`config.mk`:
```
export PLATFORM = sky130hd
export DESIGN_NAME = two_channel_timer_count_control
export DESIGN_NICKNAME = d
export VERILOG_FILES = /design/src/timer_count_pkg.sv /design/src/two_channel_timer_count_control.sv /design/src/edge_sync.sv /design/src/count_tick_select.sv
export VERILOG_INCLUDE_DIRS = /design/src
export SDC_FILE = /design/constraint.sdc
export NUM_CORES = 1
export LEC_CHECK = 0
export ABC_CLOCK_PERIOD_IN_PS = 3850
export BUFFER_PORTS_ARGS = -buffer_cell sky130_fd_sc_hd__buf_2
export CORE_ASPECT_RATIO = 0.7
export CORE_MARGIN = 3
export CORE_UTILIZATION = 61
export CTS_CLUSTER_SIZE = 10
export DETAILED_ROUTE_END_ITERATION = 7
export GPL_ROUTABILITY_DRIVEN = 0
export GPL_TIMING_DRIVEN = 0
export PLACE_DENSITY = 0.77
export SETUP_SLACK_MARGIN = 0.1
export SYNTH_ARGS = -nofsm -noshare
export SYNTH_HDL_FRONTEND = slang
export SYNTH_SLANG_ARGS = --single-unit
```
`constraint.sdc`:
```
create_clock -name clock -period 3.85 [get_ports clock]
set_input_delay 0.77 -clock clock [delete_from_list [all_inputs] [get_ports clock]]
set_output_delay 0.77 -clock clock [all_outputs]
set_load 0.01 [all_outputs]
```
`src/timer_count_defines.svh`:
```
// offsets, control write mask, reset values and counts for the two-channel timer
`ifndef TIMER_COUNT_DEFINES_SVH
`define TIMER_COUNT_DEFINES_SVH
`define ADDR_CTRL1      4'h0
`define ADDR_CTRL2      4'h1
`define ADDR_RUN        4'h2
`define ADDR_LOCKSTEP   4'h3
`define ADDR_CNT1       4'h4
`define ADDR_CNT2       4'h5
`define ADDR_GRA1       4'h6
`define ADDR_GRB1       4'h7
`define ADDR_GRA2       4'h8
`define ADDR_GRB2       4'h9
`define ADDR_IRQ_STAT   4'hA
`define ADDR_IRQ_MASK   4'hB
`define CTRL_WR_MASK    8'h7F
`define CTRL_RESET      8'h00
`define CNT_RESET       16'h0000
`define GR_RESET        16'hFFFF
`define DIV4_LOG        2
`define DIV16_LOG       4
`define DIV64_LOG       6
`define DIV256_LOG      8
`define DIV1024_LOG     10
`define PRE_WIDTH       10
`endif

```
`src/timer_count_pkg.sv`:
```
// types shared by the two-channel timer files
package timer_count_pkg;
    typedef struct packed {
        logic       reserved;
        logic [1:0] clearSource;
        logic [1:0] edgeSelect;
        logic [2:0] clockSource;
    } count_control_t;
    typedef enum logic [1:0] {
        CLR_NEVER = 2'h0,
        CLR_FIRST = 2'h1,
        CLR_SECOND = 2'h2,
        CLR_SYNC = 2'h3
    } clear_source_t;
    typedef struct packed {
        logic clockA;
        logic clockB;
        logic clockC;
    } ext_clocks_t;
    typedef struct packed {
        logic overflow;
        logic matchSecond;
        logic matchFirst;
    } chan_events_t;
endpackage

```
`src/two_channel_timer_count_control.sv`:
```
// top of the two-channel timer count clock and clear control
// What this block does
// RULE1 - three shared external clock pins as count source: pins A and B usable by either channel, pin C by channel two only
// RULE2 - each channel has a two-way pin for capture input or compare output; output enable is held off here, so the pin is input only
// RULE3 - each channel has an input-only capture pin for its second register
// RULE4 - per-channel control, counter, two general registers; shared run and lockstep registers
// RULE5 - software should change control only while the counter is stopped
// RULE6 - control bit 7 reads zero and ignores writes
// RULE7 - clear field: never, first match/capture, second match/capture, synchronous clear
// RULE8 - synchronous clear acts only when the channel lockstep bit is one
// RULE9 - edge field: 00 rising, 01 falling, 1X both edges
// RULE10 - both edges of an internal clock doubles the count rate
// RULE11 - undivided clock ignores the edge field and counts every cycle
// RULE12 - channel one sources: /1 /4 /16 /64, pins A B, /256, cascade
// RULE13 - channel two sources: as channel one for the first six, then pin C and /1024
// RULE14 - each channel picks its clock source on its own
// RULE15 - a counter counts only while its run bit is one
// RULE16 - pins are synchronised first; counter steps by one per active edge
`include "timer_count_defines.svh"
module two_channel_timer_count_control
    import timer_count_pkg::*;
#(
    parameter int CNT_WIDTH = 16
) (
    // clock and reset
    input  wire logic                         clock,
    input  wire logic                         rst_n,
    // register port
    input  wire logic [3:0]                   regAddr,
    input  wire logic [15:0]                  regWrData,
    input  wire logic                         regWrite,
    input  wire logic                         regRead,
    output logic [15:0]                       regRdData,
    // external clock pins
    input  wire timer_count_pkg::ext_clocks_t extClocks,
    // channel pins
    input  wire logic                         ch1PrimaryIoIn,
    output logic                              ch1PrimaryIoOut,
    output logic                              ch1PrimaryIoOe_n,
    input  wire logic                         ch1CaptureOnlyIn,
    input  wire logic                         ch2PrimaryIoIn,
    output logic                              ch2PrimaryIoOut,
    output logic                              ch2PrimaryIoOe_n,
    input  wire logic                         ch2CaptureOnlyIn,
    // interrupt
    output logic                              irq
);
    import timer_count_pkg::*;

    if (CNT_WIDTH < 2 || CNT_WIDTH > 16) begin : gBadWidth
        $error("CNT_WIDTH must be 2 to 16");
    end

    // ----------------------------------------
    // registers
    // ----------------------------------------
    count_control_t           ctrl_r [2];
    logic [1:0]               run_r;
    logic [1:0]               lockstep_r;
    logic [CNT_WIDTH-1:0]     cnt_r [2];
    logic [CNT_WIDTH-1:0]     gra_r [2];
    logic [CNT_WIDTH-1:0]     grb_r [2];
    logic [5:0]               stat_r;
    logic [5:0]               mask_r;
    logic [`PRE_WIDTH-1:0]    pre_r;
    logic [`PRE_WIDTH-1:0]    preLast_r;
    logic [1:0]               ioOut_r;
    logic [15:0]              rdData_r;
    logic                     irq_r;

    // ----------------------------------------
    // input synchronisers
    // ----------------------------------------
    logic [2:0] extRise;
    logic [2:0] extFall;
    logic [3:0] capRise;
    logic [2:0] extRaw;
    logic [3:0] capRaw;
    assign extRaw = {extClocks.clockA, extClocks.clockB, extClocks.clockC};
    assign capRaw = {ch2CaptureOnlyIn, ch2PrimaryIoIn, ch1CaptureOnlyIn, ch1PrimaryIoIn};  // [RULE2] [RULE3]

    for (genvar g = 0; g < 3; g++) begin : gExt
        edge_sync uSync (  // pins cross into the clock domain before edge detection [RULE16]
            .clock   (clock),
            .rst_n   (rst_n),
            .pinIn   (extRaw[g]),
            .levelOut(),
            .rise    (extRise[g]),
            .fall    (extFall[g])
        );
    end
    for (genvar g = 0; g < 4; g++) begin : gCap
        edge_sync uSync (
            .clock   (clock),
            .rst_n   (rst_n),
            .pinIn   (capRaw[g]),
            .levelOut(),
            .rise    (capRise[g]),
            .fall    ()
        );
    end

    // ----------------------------------------
    // prescaler
    // ----------------------------------------
    // free-running so that taps keep phase no matter which channel runs
    always_ff @(posedge clock) begin
        if (!rst_n) begin
            pre_r     <= '0;
            preLast_r <= '0;
        end else begin
            pre_r     <= pre_r + 1'b1;
            preLast_r <= pre_r;
        end
    end
    logic [`PRE_WIDTH-1:0] preRise;
    logic [`PRE_WIDTH-1:0] preFall;
    assign preRise = pre_r & ~preLast_r;
    assign preFall = ~pre_r & preLast_r;

    // ----------------------------------------
    // tick selection and match events
    // ----------------------------------------
    logic [1:0] tick;
    logic [1:0] overflow;
    logic [1:0] matchA;
    logic [1:0] matchB;
    logic [1:0] clearNow;

    function automatic logic allOnes(input logic [CNT_WIDTH-1:0] v);
        return &v;
    endfunction

    for (genvar c = 0; c < 2; c++) begin : gChan
        count_tick_select #(.IS_SECOND(c == 1)) uTick (  // independent source per channel [RULE14]
            .preRise      (preRise),
            .preFall      (preFall),
            .extRise      (extRise),
            .extFall      (extFall),
            .otherOverflow(c == 0 ? overflow[1] : 1'b0),
            .clockSource  (ctrl_r[c].clockSource),
            .edgeSelect   (ctrl_r[c].edgeSelect),
            .tick         (tick[c])
        );
        assign overflow[c] = run_r[c] & tick[c] & allOnes(cnt_r[c]);
        // compare on the stepping edge; a capture pin rising edge also counts as the event
        assign matchA[c] = (run_r[c] & tick[c] & (cnt_r[c] == gra_r[c])) | capRise[2*c];
        assign matchB[c] = (run_r[c] & tick[c] & (cnt_r[c] == grb_r[c])) | capRise[2*c+1];
    end

    // clear decode shared by both channels
    function automatic logic ownClear(input count_control_t cc, input logic a, input logic b);
        return (cc.clearSource == CLR_FIRST && a) || (cc.clearSource == CLR_SECOND && b);  // [RULE7]
    endfunction

    logic [1:0] ownClr;
    assign ownClr[0] = ownClear(ctrl_r[0], matchA[0], matchB[0]);
    assign ownClr[1] = ownClear(ctrl_r[1], matchA[1], matchB[1]);
    // sync clear only between channels both in lockstep [RULE8]
    assign clearNow[0] = ownClr[0] | (ctrl_r[0].clearSource == CLR_SYNC && (&lockstep_r) && ownClr[1]);
    assign clearNow[1] = ownClr[1] | (ctrl_r[1].clearSource == CLR_SYNC && (&lockstep_r) && ownClr[0]);

    // ----------------------------------------
    // counters
    // ----------------------------------------
    always_ff @(posedge clock) begin
        if (!rst_n) begin
            cnt_r[0] <= '0;
            cnt_r[1] <= '0;
        end else begin
            for (int c = 0; c < 2; c++) begin
                if (regWrite && regAddr == (c == 0 ? `ADDR_CNT1 : `ADDR_CNT2)) begin
                    cnt_r[c] <= regWrData[CNT_WIDTH-1:0];
                end else if (run_r[c]) begin  // stopped while its run bit is zero [RULE15]
                    if (clearNow[c]) begin
                        cnt_r[c] <= '0;  // [RULE7]
                    end else if (tick[c]) begin
                        cnt_r[c] <= cnt_r[c] + 1'b1;  // [RULE16]
                    end
                end
            end
        end
    end

    // ----------------------------------------
    // control, run, lockstep and general registers
    // ----------------------------------------
    // writing control while running is allowed but may glitch a tick; software should stop first
    always_ff @(posedge clock) begin
        if (!rst_n) begin
            ctrl_r[0]  <= `CTRL_RESET;
            ctrl_r[1]  <= `CTRL_RESET;
            run_r      <= 2'h0;
            lockstep_r <= 2'h0;
        end else if (regWrite) begin
            if (regAddr == `ADDR_CTRL1) begin
                ctrl_r[0] <= regWrData[7:0] & `CTRL_WR_MASK;  // top bit held zero [RULE6]
            end
            if (regAddr == `ADDR_CTRL2) begin
                ctrl_r[1] <= regWrData[7:0] & `CTRL_WR_MASK;  // [RULE6]
            end
            if (regAddr == `ADDR_RUN) begin
                run_r <= regWrData[1:0];  // shared run register [RULE4]
            end
            if (regAddr == `ADDR_LOCKSTEP) begin
                lockstep_r <= regWrData[1:0];
            end
        end
    end

    always_ff @(posedge clock) begin
        if (!rst_n) begin
            for (int c = 0; c < 2; c++) begin
                gra_r[c] <= {CNT_WIDTH{1'b1}};
                grb_r[c] <= {CNT_WIDTH{1'b1}};
            end
        end else if (regWrite) begin
            if (regAddr == `ADDR_GRA1) gra_r[0] <= regWrData[CNT_WIDTH-1:0];
            if (regAddr == `ADDR_GRB1) grb_r[0] <= regWrData[CNT_WIDTH-1:0];
            if (regAddr == `ADDR_GRA2) gra_r[1] <= regWrData[CNT_WIDTH-1:0];
            if (regAddr == `ADDR_GRB2) grb_r[1] <= regWrData[CNT_WIDTH-1:0];
        end
    end

    // ----------------------------------------
    // primary pin: toggle on first-register match
    // ----------------------------------------
    always_ff @(posedge clock) begin
        if (!rst_n) begin
            ioOut_r <= 2'h0;
        end else begin
            for (int c = 0; c < 2; c++) begin
                if (run_r[c] && tick[c] && cnt_r[c] == gra_r[c]) begin
                    ioOut_r[c] <= ~ioOut_r[c];  // [RULE2]
                end
            end
        end
    end
    assign ch1PrimaryIoOut  = ioOut_r[0];
    assign ch2PrimaryIoOut  = ioOut_r[1];
    assign ch1PrimaryIoOe_n = 1'b1;  // output enable off: pin used as input until a mode register exists
    assign ch2PrimaryIoOe_n = 1'b1;

    // ----------------------------------------
    // interrupt status and mask
    // ----------------------------------------
    logic [5:0] events;
    assign events = {overflow[1], matchB[1], matchA[1], overflow[0], matchB[0], matchA[0]};
    always_ff @(posedge clock) begin
        if (!rst_n) begin
            stat_r <= 6'h00;
        end else begin
            // a new event beats a same-cycle write-one clear
            stat_r <= (stat_r & ~((regWrite && regAddr == `ADDR_IRQ_STAT) ? regWrData[5:0] : 6'h00)) | events;
        end
    end
    always_ff @(posedge clock) begin
        if (!rst_n) begin
            mask_r <= 6'h00;
        end else if (regWrite && regAddr == `ADDR_IRQ_MASK) begin
            mask_r <= regWrData[5:0];
        end
    end
    always_ff @(posedge clock) begin
        if (!rst_n) begin
            irq_r <= 1'b0;
        end else begin
            irq_r <= |(stat_r & mask_r);
        end
    end
    assign irq = irq_r;

    // ----------------------------------------
    // read port
    // ----------------------------------------
    always_ff @(posedge clock) begin
        if (!rst_n) begin
            rdData_r <= 16'h0000;
        end else if (regRead) begin
            unique case (regAddr)
                `ADDR_CTRL1:    rdData_r <= {8'h00, ctrl_r[0] & `CTRL_WR_MASK};  // [RULE6]
                `ADDR_CTRL2:    rdData_r <= {8'h00, ctrl_r[1] & `CTRL_WR_MASK};
                `ADDR_RUN:      rdData_r <= {14'h0000, run_r};
                `ADDR_LOCKSTEP: rdData_r <= {14'h0000, lockstep_r};
                `ADDR_CNT1:     rdData_r <= 16'(cnt_r[0]);
                `ADDR_CNT2:     rdData_r <= 16'(cnt_r[1]);
                `ADDR_GRA1:     rdData_r <= 16'(gra_r[0]);
                `ADDR_GRB1:     rdData_r <= 16'(grb_r[0]);
                `ADDR_GRA2:     rdData_r <= 16'(gra_r[1]);
                `ADDR_GRB2:     rdData_r <= 16'(grb_r[1]);
                `ADDR_IRQ_STAT: rdData_r <= {10'h000, stat_r};
                `ADDR_IRQ_MASK: rdData_r <= {10'h000, mask_r};
                default:        rdData_r <= 16'h0000;
            endcase
        end else begin
            rdData_r <= 16'h0000;
        end
    end
    assign regRdData = rdData_r;

    // ----------------------------------------
    // checks
    // ----------------------------------------
    a_reserved_bit_zero: assert property (@(posedge clock) disable iff (!rst_n)  // [RULE6]
        $past(regRead) && $past(regAddr) == `ADDR_CTRL1 |-> regRdData[7] == 1'b0)
        else $error("reserved control bit read non-zero");
    a_stopped_holds: assert property (@(posedge clock) disable iff (!rst_n)  // [RULE15]
        !run_r[0] && !(regWrite && regAddr == `ADDR_CNT1) |=> $stable(cnt_r[0]))
        else $error("channel one counter moved while stopped");
    a_undivided_counts: assert property (@(posedge clock) disable iff (!rst_n)  // [RULE11]
        run_r[0] && ctrl_r[0].clockSource == 3'h0 && !clearNow[0] && !regWrite
        |=> cnt_r[0] == $past(cnt_r[0]) + 1'b1)
        else $error("undivided clock did not count every cycle");
    a_div4_both: assert property (@(posedge clock) disable iff (!rst_n)  // [RULE10]
        ctrl_r[0].clockSource == 3'h1 && ctrl_r[0].edgeSelect[1] |-> tick[0] == (pre_r[0] == 1'b0))
        else $error("divide by four both edges not at half period");
    a_div1024_tick: assert property (@(posedge clock) disable iff (!rst_n)  // [RULE13]
        ctrl_r[1].clockSource == 3'h7 && ctrl_r[1].edgeSelect == 2'h0 |-> tick[1] == (pre_r == 10'h200))
        else $error("channel two divide by 1024 tick misplaced");
    a_sync_needs_lockstep: assert property (@(posedge clock) disable iff (!rst_n)  // [RULE8]
        run_r[0] && ctrl_r[0].clearSource == CLR_SYNC && !lockstep_r[0] && !regWrite
        |=> cnt_r[0] == $past(cnt_r[0]) + $past(tick[0]))
        else $error("synchronous clear acted without lockstep");
    a_clear_first: assert property (@(posedge clock) disable iff (!rst_n)  // [RULE7]
        run_r[1] && ctrl_r[1].clearSource == CLR_FIRST && matchA[1] && !regWrite |=> cnt_r[1] == '0)
        else $error("first register match did not clear");
    a_clear_second: assert property (@(posedge clock) disable iff (!rst_n)  // [RULE7]
        run_r[0] && ctrl_r[0].clearSource == CLR_SECOND && matchB[0] && !regWrite |=> cnt_r[0] == '0)
        else $error("second register match did not clear");
    a_ext_pin_tick: assert property (@(posedge clock) disable iff (!rst_n)  // [RULE9]
        ctrl_r[1].clockSource == 3'h4 && ctrl_r[1].edgeSelect == 2'h0 |-> tick[1] == extRise[2])
        else $error("pin A rising edge not selected");
    a_ext_c_tick: assert property (@(posedge clock) disable iff (!rst_n)  // [RULE13]
        ctrl_r[1].clockSource == 3'h6 && ctrl_r[1].edgeSelect == 2'h0 |-> tick[1] == extRise[0])
        else $error("pin C rising edge not selected");
    a_cascade_tick: assert property (@(posedge clock) disable iff (!rst_n)  // [RULE12]
        ctrl_r[0].clockSource == 3'h7 |-> tick[0] == overflow[1])
        else $error("channel one cascade tick wrong");
    a_irq_follows: assert property (@(posedge clock) disable iff (!rst_n)
        |(stat_r & mask_r) |=> irq)
        else $error("interrupt not raised");
    a_irq_drops: assert property (@(posedge clock) disable iff (!rst_n)
        !(|(stat_r & mask_r)) |=> !irq)
        else $error("interrupt not dropped");
endmodule

```
`src/edge_sync.sv`:
```
// two-flop synchroniser with rising and falling edge pulses
module edge_sync (
    // clock and reset
    input  wire logic clock,
    input  wire logic rst_n,
    // pin and edges
    input  wire logic pinIn,
    output logic      levelOut,
    output logic      rise,
    output logic      fall
);
    logic meta_r;
    logic sync_r;
    logic last_r;
    always_ff @(posedge clock) begin
        if (!rst_n) begin
            meta_r <= 1'b0;
            sync_r <= 1'b0;
            last_r <= 1'b0;
        end else begin
            meta_r <= pinIn;
            sync_r <= meta_r;
            last_r <= sync_r;
        end
    end
    assign levelOut = sync_r;
    assign rise     = sync_r & ~last_r;
    assign fall     = ~sync_r & last_r;
endmodule

```
`src/count_tick_select.sv`:
```
// per-channel count-tick selection from prescaler, pins and cascade
`include "timer_count_defines.svh"
module count_tick_select #(
    parameter bit IS_SECOND = 1'b0
) (
    // prescaler taps and their edges
    input  wire logic [`PRE_WIDTH-1:0] preRise,
    input  wire logic [`PRE_WIDTH-1:0] preFall,
    // external pin edges
    input  wire logic [2:0]            extRise,
    input  wire logic [2:0]            extFall,
    // cascade and control
    input  wire logic                  otherOverflow,
    input  wire logic [2:0]            clockSource,
    input  wire logic [1:0]            edgeSelect,
    output logic                       tick
);
    function automatic logic pickEdge(input logic r, input logic f, input logic [1:0] e);
        return e[1] ? (r | f) : (e[0] ? f : r);
    endfunction
    always_comb begin
        unique case (clockSource)
            3'h0: tick = 1'b1;  // undivided clock: edge field ignored [RULE11]
            3'h1: tick = pickEdge(preRise[`DIV4_LOG-1], preFall[`DIV4_LOG-1], edgeSelect);   // [RULE10]
            3'h2: tick = pickEdge(preRise[`DIV16_LOG-1], preFall[`DIV16_LOG-1], edgeSelect);
            3'h3: tick = pickEdge(preRise[`DIV64_LOG-1], preFall[`DIV64_LOG-1], edgeSelect);
            3'h4: tick = pickEdge(extRise[2], extFall[2], edgeSelect);  // [RULE1] [RULE9]
            3'h5: tick = pickEdge(extRise[1], extFall[1], edgeSelect);
            3'h6: tick = IS_SECOND ? pickEdge(extRise[0], extFall[0], edgeSelect)
                                   : pickEdge(preRise[`DIV256_LOG-1], preFall[`DIV256_LOG-1], edgeSelect); // [RULE12] [RULE13]
            3'h7: tick = IS_SECOND ? pickEdge(preRise[`DIV1024_LOG-1], preFall[`DIV1024_LOG-1], edgeSelect)
                                   : otherOverflow;
        endcase
    end
endmodule

```
## After elaboration in Yosys (flattened, before gate mapping)

Memories as Yosys holds them, arrays and structs flattened.
Cells that the tools add are included.
Widths: inputs -> output; s select.

- Memory bits (writable): 110
- Bits in registers: 76
- Memories: 4
- Word-level logic and storage cells: 260

- Reduce and logical (&&, ||, !) cells: 28
- $add $sub $neg: 3
- Multiplexer cells: 95
- Bitwise gates (word level): 64
- Eq/ne operators: 35

Memories:

| memory | words | width | rd ports | clocked after memory_dff | write ports | RTL line | RTL |
|---|---|---|---|---|---|---|---|
| cnt_r | 2 | 16 | 2 | 0 | 2 | two_channel_timer_count_control.sv:60 | `logic [CNT_WIDTH-1:0] cnt_r [2];` |
| gra_r | 2 | 16 | 2 | 0 | 2 | two_channel_timer_count_control.sv:61 | `logic [CNT_WIDTH-1:0] gra_r [2];` |
| grb_r | 2 | 16 | 2 | 0 | 2 | two_channel_timer_count_control.sv:62 | `logic [CNT_WIDTH-1:0] grb_r [2];` |
| ctrl_r | 2 | 7 | 2 | 0 | 2 | two_channel_timer_count_control.sv:57 | `count_control_t ctrl_r [2];` |

Operators by type and width:

| operator | number |
|---|---|
| $pmux 16 s12 | 1 |
| $mux 16 | 10 |
| $mux 1 | 79 |
| $eq 16x16->1 | 4 |
| $add 16x1->16 const B | 2 |
| $reduce_and 16->1 | 2 |
| $or 1x1->1 | 26 |
| $eq 3x3->1 const B | 8 |
| $and 10x10->10 | 2 |
| $not 10->10 | 2 |
| $and 1x1->1 | 18 |
| $eq 4x3->1 const B | 4 |
| $eq 4x4->1 const B | 4 |
| $logic_and 1x1->1 | 16 |
| $pmux 1 s8 | 2 |
| $mux 7 | 2 |
| $and 6x6->6 | 2 |
| $eq 3x2->1 const B | 4 |
| $not 1->1 | 12 |
| $add 10x1->10 const B | 1 |
| $eq 2x2->1 const B | 4 |
| $eq 4x2->1 const B | 2 |
| $reduce_and 2->1 | 4 |
| $eq 3x1->1 const B | 2 |
| 9 further kinds | 12 |

## Longest topological paths before layout

- Depth after elaboration: 22
- Mapped depth: 12
- Gate-level depth less buffers: 10

## Hierarchy

From an unflattened synthesis, not the netlist that was laid out.

- Cell total of the unflattened synthesis: 907
- Area total of the unflattened synthesis: 9584.2 µm²

Modules (own cells, without submodules):

| module | times used | cells an instance | area an instance (µm²) | seq. area each (µm²) |
|---|---|---|---|---|
| two_channel_timer_count_control | 1 | 793 | 8528.2 | 4404.2 |
| edge_sync | 7 | 8 | 91.3 | 60.1 |
| count_tick_select (gChan[0].uTick) | 1 | 32 | 219.0 | 0.0 |
| count_tick_select (gChan[1].uTick) | 1 | 26 | 197.7 | 0.0 |

## Worst setup path after synthesis

Ideal clock, no wire load.

- Path kind: register to register
- From: memory ctrl_r[0][9] in the netlist's numbering
- To: memory cnt_r[1][0] (enable)
- Arrival time: 2765 ps
- Slack: 710 ps
- Path buffers: 2
- Required time: 3475 ps
- Period minus slack after synthesis: 3140 ps
- Stages on the path, launching flop included: 11
- Cells stage by stage: edfxtp_1 buf_2 or4b_2 o22ai_1 or4_4 o21ai_1 o311a_1 o41ai_1 o211a_1 buf_2 nand2b_1

RTL lines:

| what | RTL line |
|---|---|
| start: declaration | two_channel_timer_count_control.sv:57 |
| end: declaration | two_channel_timer_count_control.sv:60 |

==> metrics.cfg <==
[status]
status=complete, but fails checks
violations=design-rule violations

[timing]
drv_slew=0
hold_violations=0
setup_violations=0
worst_pin_slew_ns=1.112
max_freq_ghz=0.2639
setup_slack_ns=0.06085
rsz0062_at_grt=yes
fin_crit_ns=3.789
hold_ws_ns=0.4292
skew_ns=0.009943
maxSlewHeadroom_pct=25.28
post-route-period-util_pct=98.42

[setup_path]
crit_arrival_ns=3.97
cp_max_fo=10
required_ns=4.03
crit_type=reg -> reg
startpoint_type=flip-flop
critPathCaptureType=flip-flop

[detailed_routing]
drc=71
wl_per_cell_um=24.12
firstDrtPassIters=8
vias_per_cell=6.622
vias=7668
finalWirelength_um=27930
drt_iter0_drc=1272
postRouteAntennaNets=0

[finish]
fin_area_sq_um=10470
nFillCells=1103
layout-drive-gt1-share_pct=12.05
diodes=0
utilization_pct=70.46
layout_commonest_cell=edfxtp_1
syn_to_final_growth_pct=11.98
layout.cells.most_common_list=edfxtp_1, xnor2_1, dfxtp_1
finalNetCount=1000

[clocking]
root_buffer=clkbuf_16
clock-sinks=181
clkLatencyLatePin_ns=0.44
clockBufferDepth=2
cts_htree_levels=4
numCtsBuffers=17
postCtsSetupBuffers=0
cts_tree=yes
clkTransAtPathRegs_ns=0.07
cts_hold_buf=0

[synth]
synth_edf_count=110
synth_area_sq_um=9350
yosysSeqAreaShare_pct=50.53
yosysWarnings=0
ys_ff_latch=181
ys_async_sr_fraction_pct=0
synth_ff_type=edfxtp_1
avgSynthCellArea_sq_um=10.60
ys_types=73
netlist_instances=882

[global_routing]
use_met2_pct=44.05
track_usage_pct=33.05
grt_use_met3_pct=15.46
antenna_found_initial=1
busiest_layer=met1
grt_pass1_wl_um=40930
grt-ovfl-total=0
grt_max_degree=18
grt_pass1_vias=7137
grt_use_met1_pct=47.99

[placed_design]
portBuffers=48
place_ws_ns=-0.1417
dpl_cell_area_sq_um=9838
hpwl_um=20790

[pwr]
power.static_leakage_nw=3.685
p_per_area_nw_per_um2=422.8
total_power_mw=4.427
ir_drop_mv=0.2535

[floorplan]
start_util_pct=62.92
core_sq_um=14860
io_pins=52
die_x_um=154.0
rows=37
die_y_um=109.6
die_area_sq_um=16870

[worst_hold_path]
hp-class=reg -> reg

[run]
cap_violations=0

Yosys cell counts, types with 3 or more instances:
master       n  area (sq um)
a21oi_1     17         85.08
a222oi_1     6         60.06
a22oi_1     35         262.8
a31oi_1     21         131.4
a32oi_1      5         43.79
and2_1      27         168.9
and3_1      12         75.07
buf_1        8         30.03
buf_2       10         50.05
buf_4        3         22.52
clkbuf_1    45         168.9
dfxtp_1     71          1421
edfxtp_1   110          3303
ha_1        19         237.7
inv_1       43         161.4
mux2_2       5         56.30
mux2i_1     24         240.2
nand2_1     62         232.7
nand2b_1    25         156.4
nand3_1     26         130.1
nand4_1     26         162.7
nor2_1      54         202.7
nor2b_1     13         81.33
nor3_1       5         25.02
nor4_1       6         37.54
o2111ai_1    3         26.28
o21ai_0     10         50.05
o2bb2ai_1   16         140.1
o32ai_1     16         140.1
xnor2_1     81         709.4
xor2_1      21         183.9
worst paths after layout:
check                                  startpoint                           endpoint  slack (ns)  cells after the start
setup reg to reg           cnt_r[1][10]$_DFFE_PP_              cnt_r[1][7]$_DFFE_PP_        0.06                     10
setup / recovery           cnt_r[1][10]$_DFFE_PP_              cnt_r[1][7]$_DFFE_PP_        0.06                     10
hold reg to reg   gExt[0].uSync.meta_r$_SDFF_PN0_  gExt[0].uSync.levelOut$_SDFF_PN0_        0.43                      1
hold / removal    gExt[0].uSync.meta_r$_SDFF_PN0_  gExt[0].uSync.levelOut$_SDFF_PN0_        0.43                      1
sequential cells by signal, summed over array words and instances, names as in the netlist:
register and cells:
run_r 2, gra_r 32, gExt.uSync.meta_r 3, mask_r 6, gCap.uSync.meta_r 4, gExt.uSync.last_r 3, irq 1, lockstep_r 2
ioOut_r 2, gCap.uSync.levelOut 4, grb_r 32, regRdData 16, ctrl_r 14, gCap.uSync.last_r 4, stat_r 6, preLast_r 5
pre_r 10, cnt_r 32, gExt.uSync.levelOut 3
report_power, final:
| part | internal [mW] | leakage, nW | switching [mW] |
|---|---|---|---|
| logic | 0.158 | 1.70 | 0.278 |
| clock network | 0.972 | 0.297 | 0.785 |
| registers | 2.15 | 1.69 | 0.0873 |
| total | 3.28 | 3.68 | 1.15 |
metal layers:
metal / routed length, um / part of all wire, %
met5: 16 / 0.057
met4: 573 / 2.1
met2: 10880 / 39
met1: 11640 / 42
met3: 4818 / 17
layout make-up:
| class | instances | area, sq um | share of cell area, % |
|---|---|---|---|
| Sequential cell | 181 | 4725 | 45.12 |
| Multi-Input combinational cell | 591 | 4213 | 40.24 |
| Clock buffer | 22 | 518.0 | 4.947 |
| Buffer | 68 | 290.3 | 2.772 |
| Tap cell | 195 | 244.0 | 2.330 |
| Timing Repair Buffer | 48 | 240.2 | 2.294 |
| Inverter | 43 | 161.4 | 1.542 |
| Clock inverter | 10 | 78.83 | 0.7529 |
per-stage QoR:
stage | instances | TNS [ns]
2_1_floorplan | 883 | 0
3_3_place_gp | 1126 | -1.649
3_5_place_dp | 1126 | -2.257
4_1_cts | 1158 | 0
5_1_grt | 1158 | 0
6_report | 1158 | 0
kinds of logic after synthesis:
group                    synth area share, %
AO/OA/AOI/OAI                          13.60
multiplexers                           3.653
AND/OR/NAND/NOR                        15.28
other                                0.04011
flip-flops                             50.53
adder cells (fa/ha/maj)                2.543
buffers and inverters                  4.804
XOR/XNOR                               9.554
critical path: stages (launching register included):
cell and delay, ns:
edfxtp_1 0.32, clkbuf_1 0.47, nand4_1 0.44, nor4_1 0.53
o21ai_1 0.25, o311a_1 0.18, o41ai_1 0.58, o211a_1 0.20
buf_2 0.17, buf_2 0.25, o32ai_1 0.13
what timing repair did:
item,CTS,global route
pin swaps,0,0
gates resized for setup,2,8
endpoints found under the setup margin,16,52
Power figures use the tool's default switching activity.
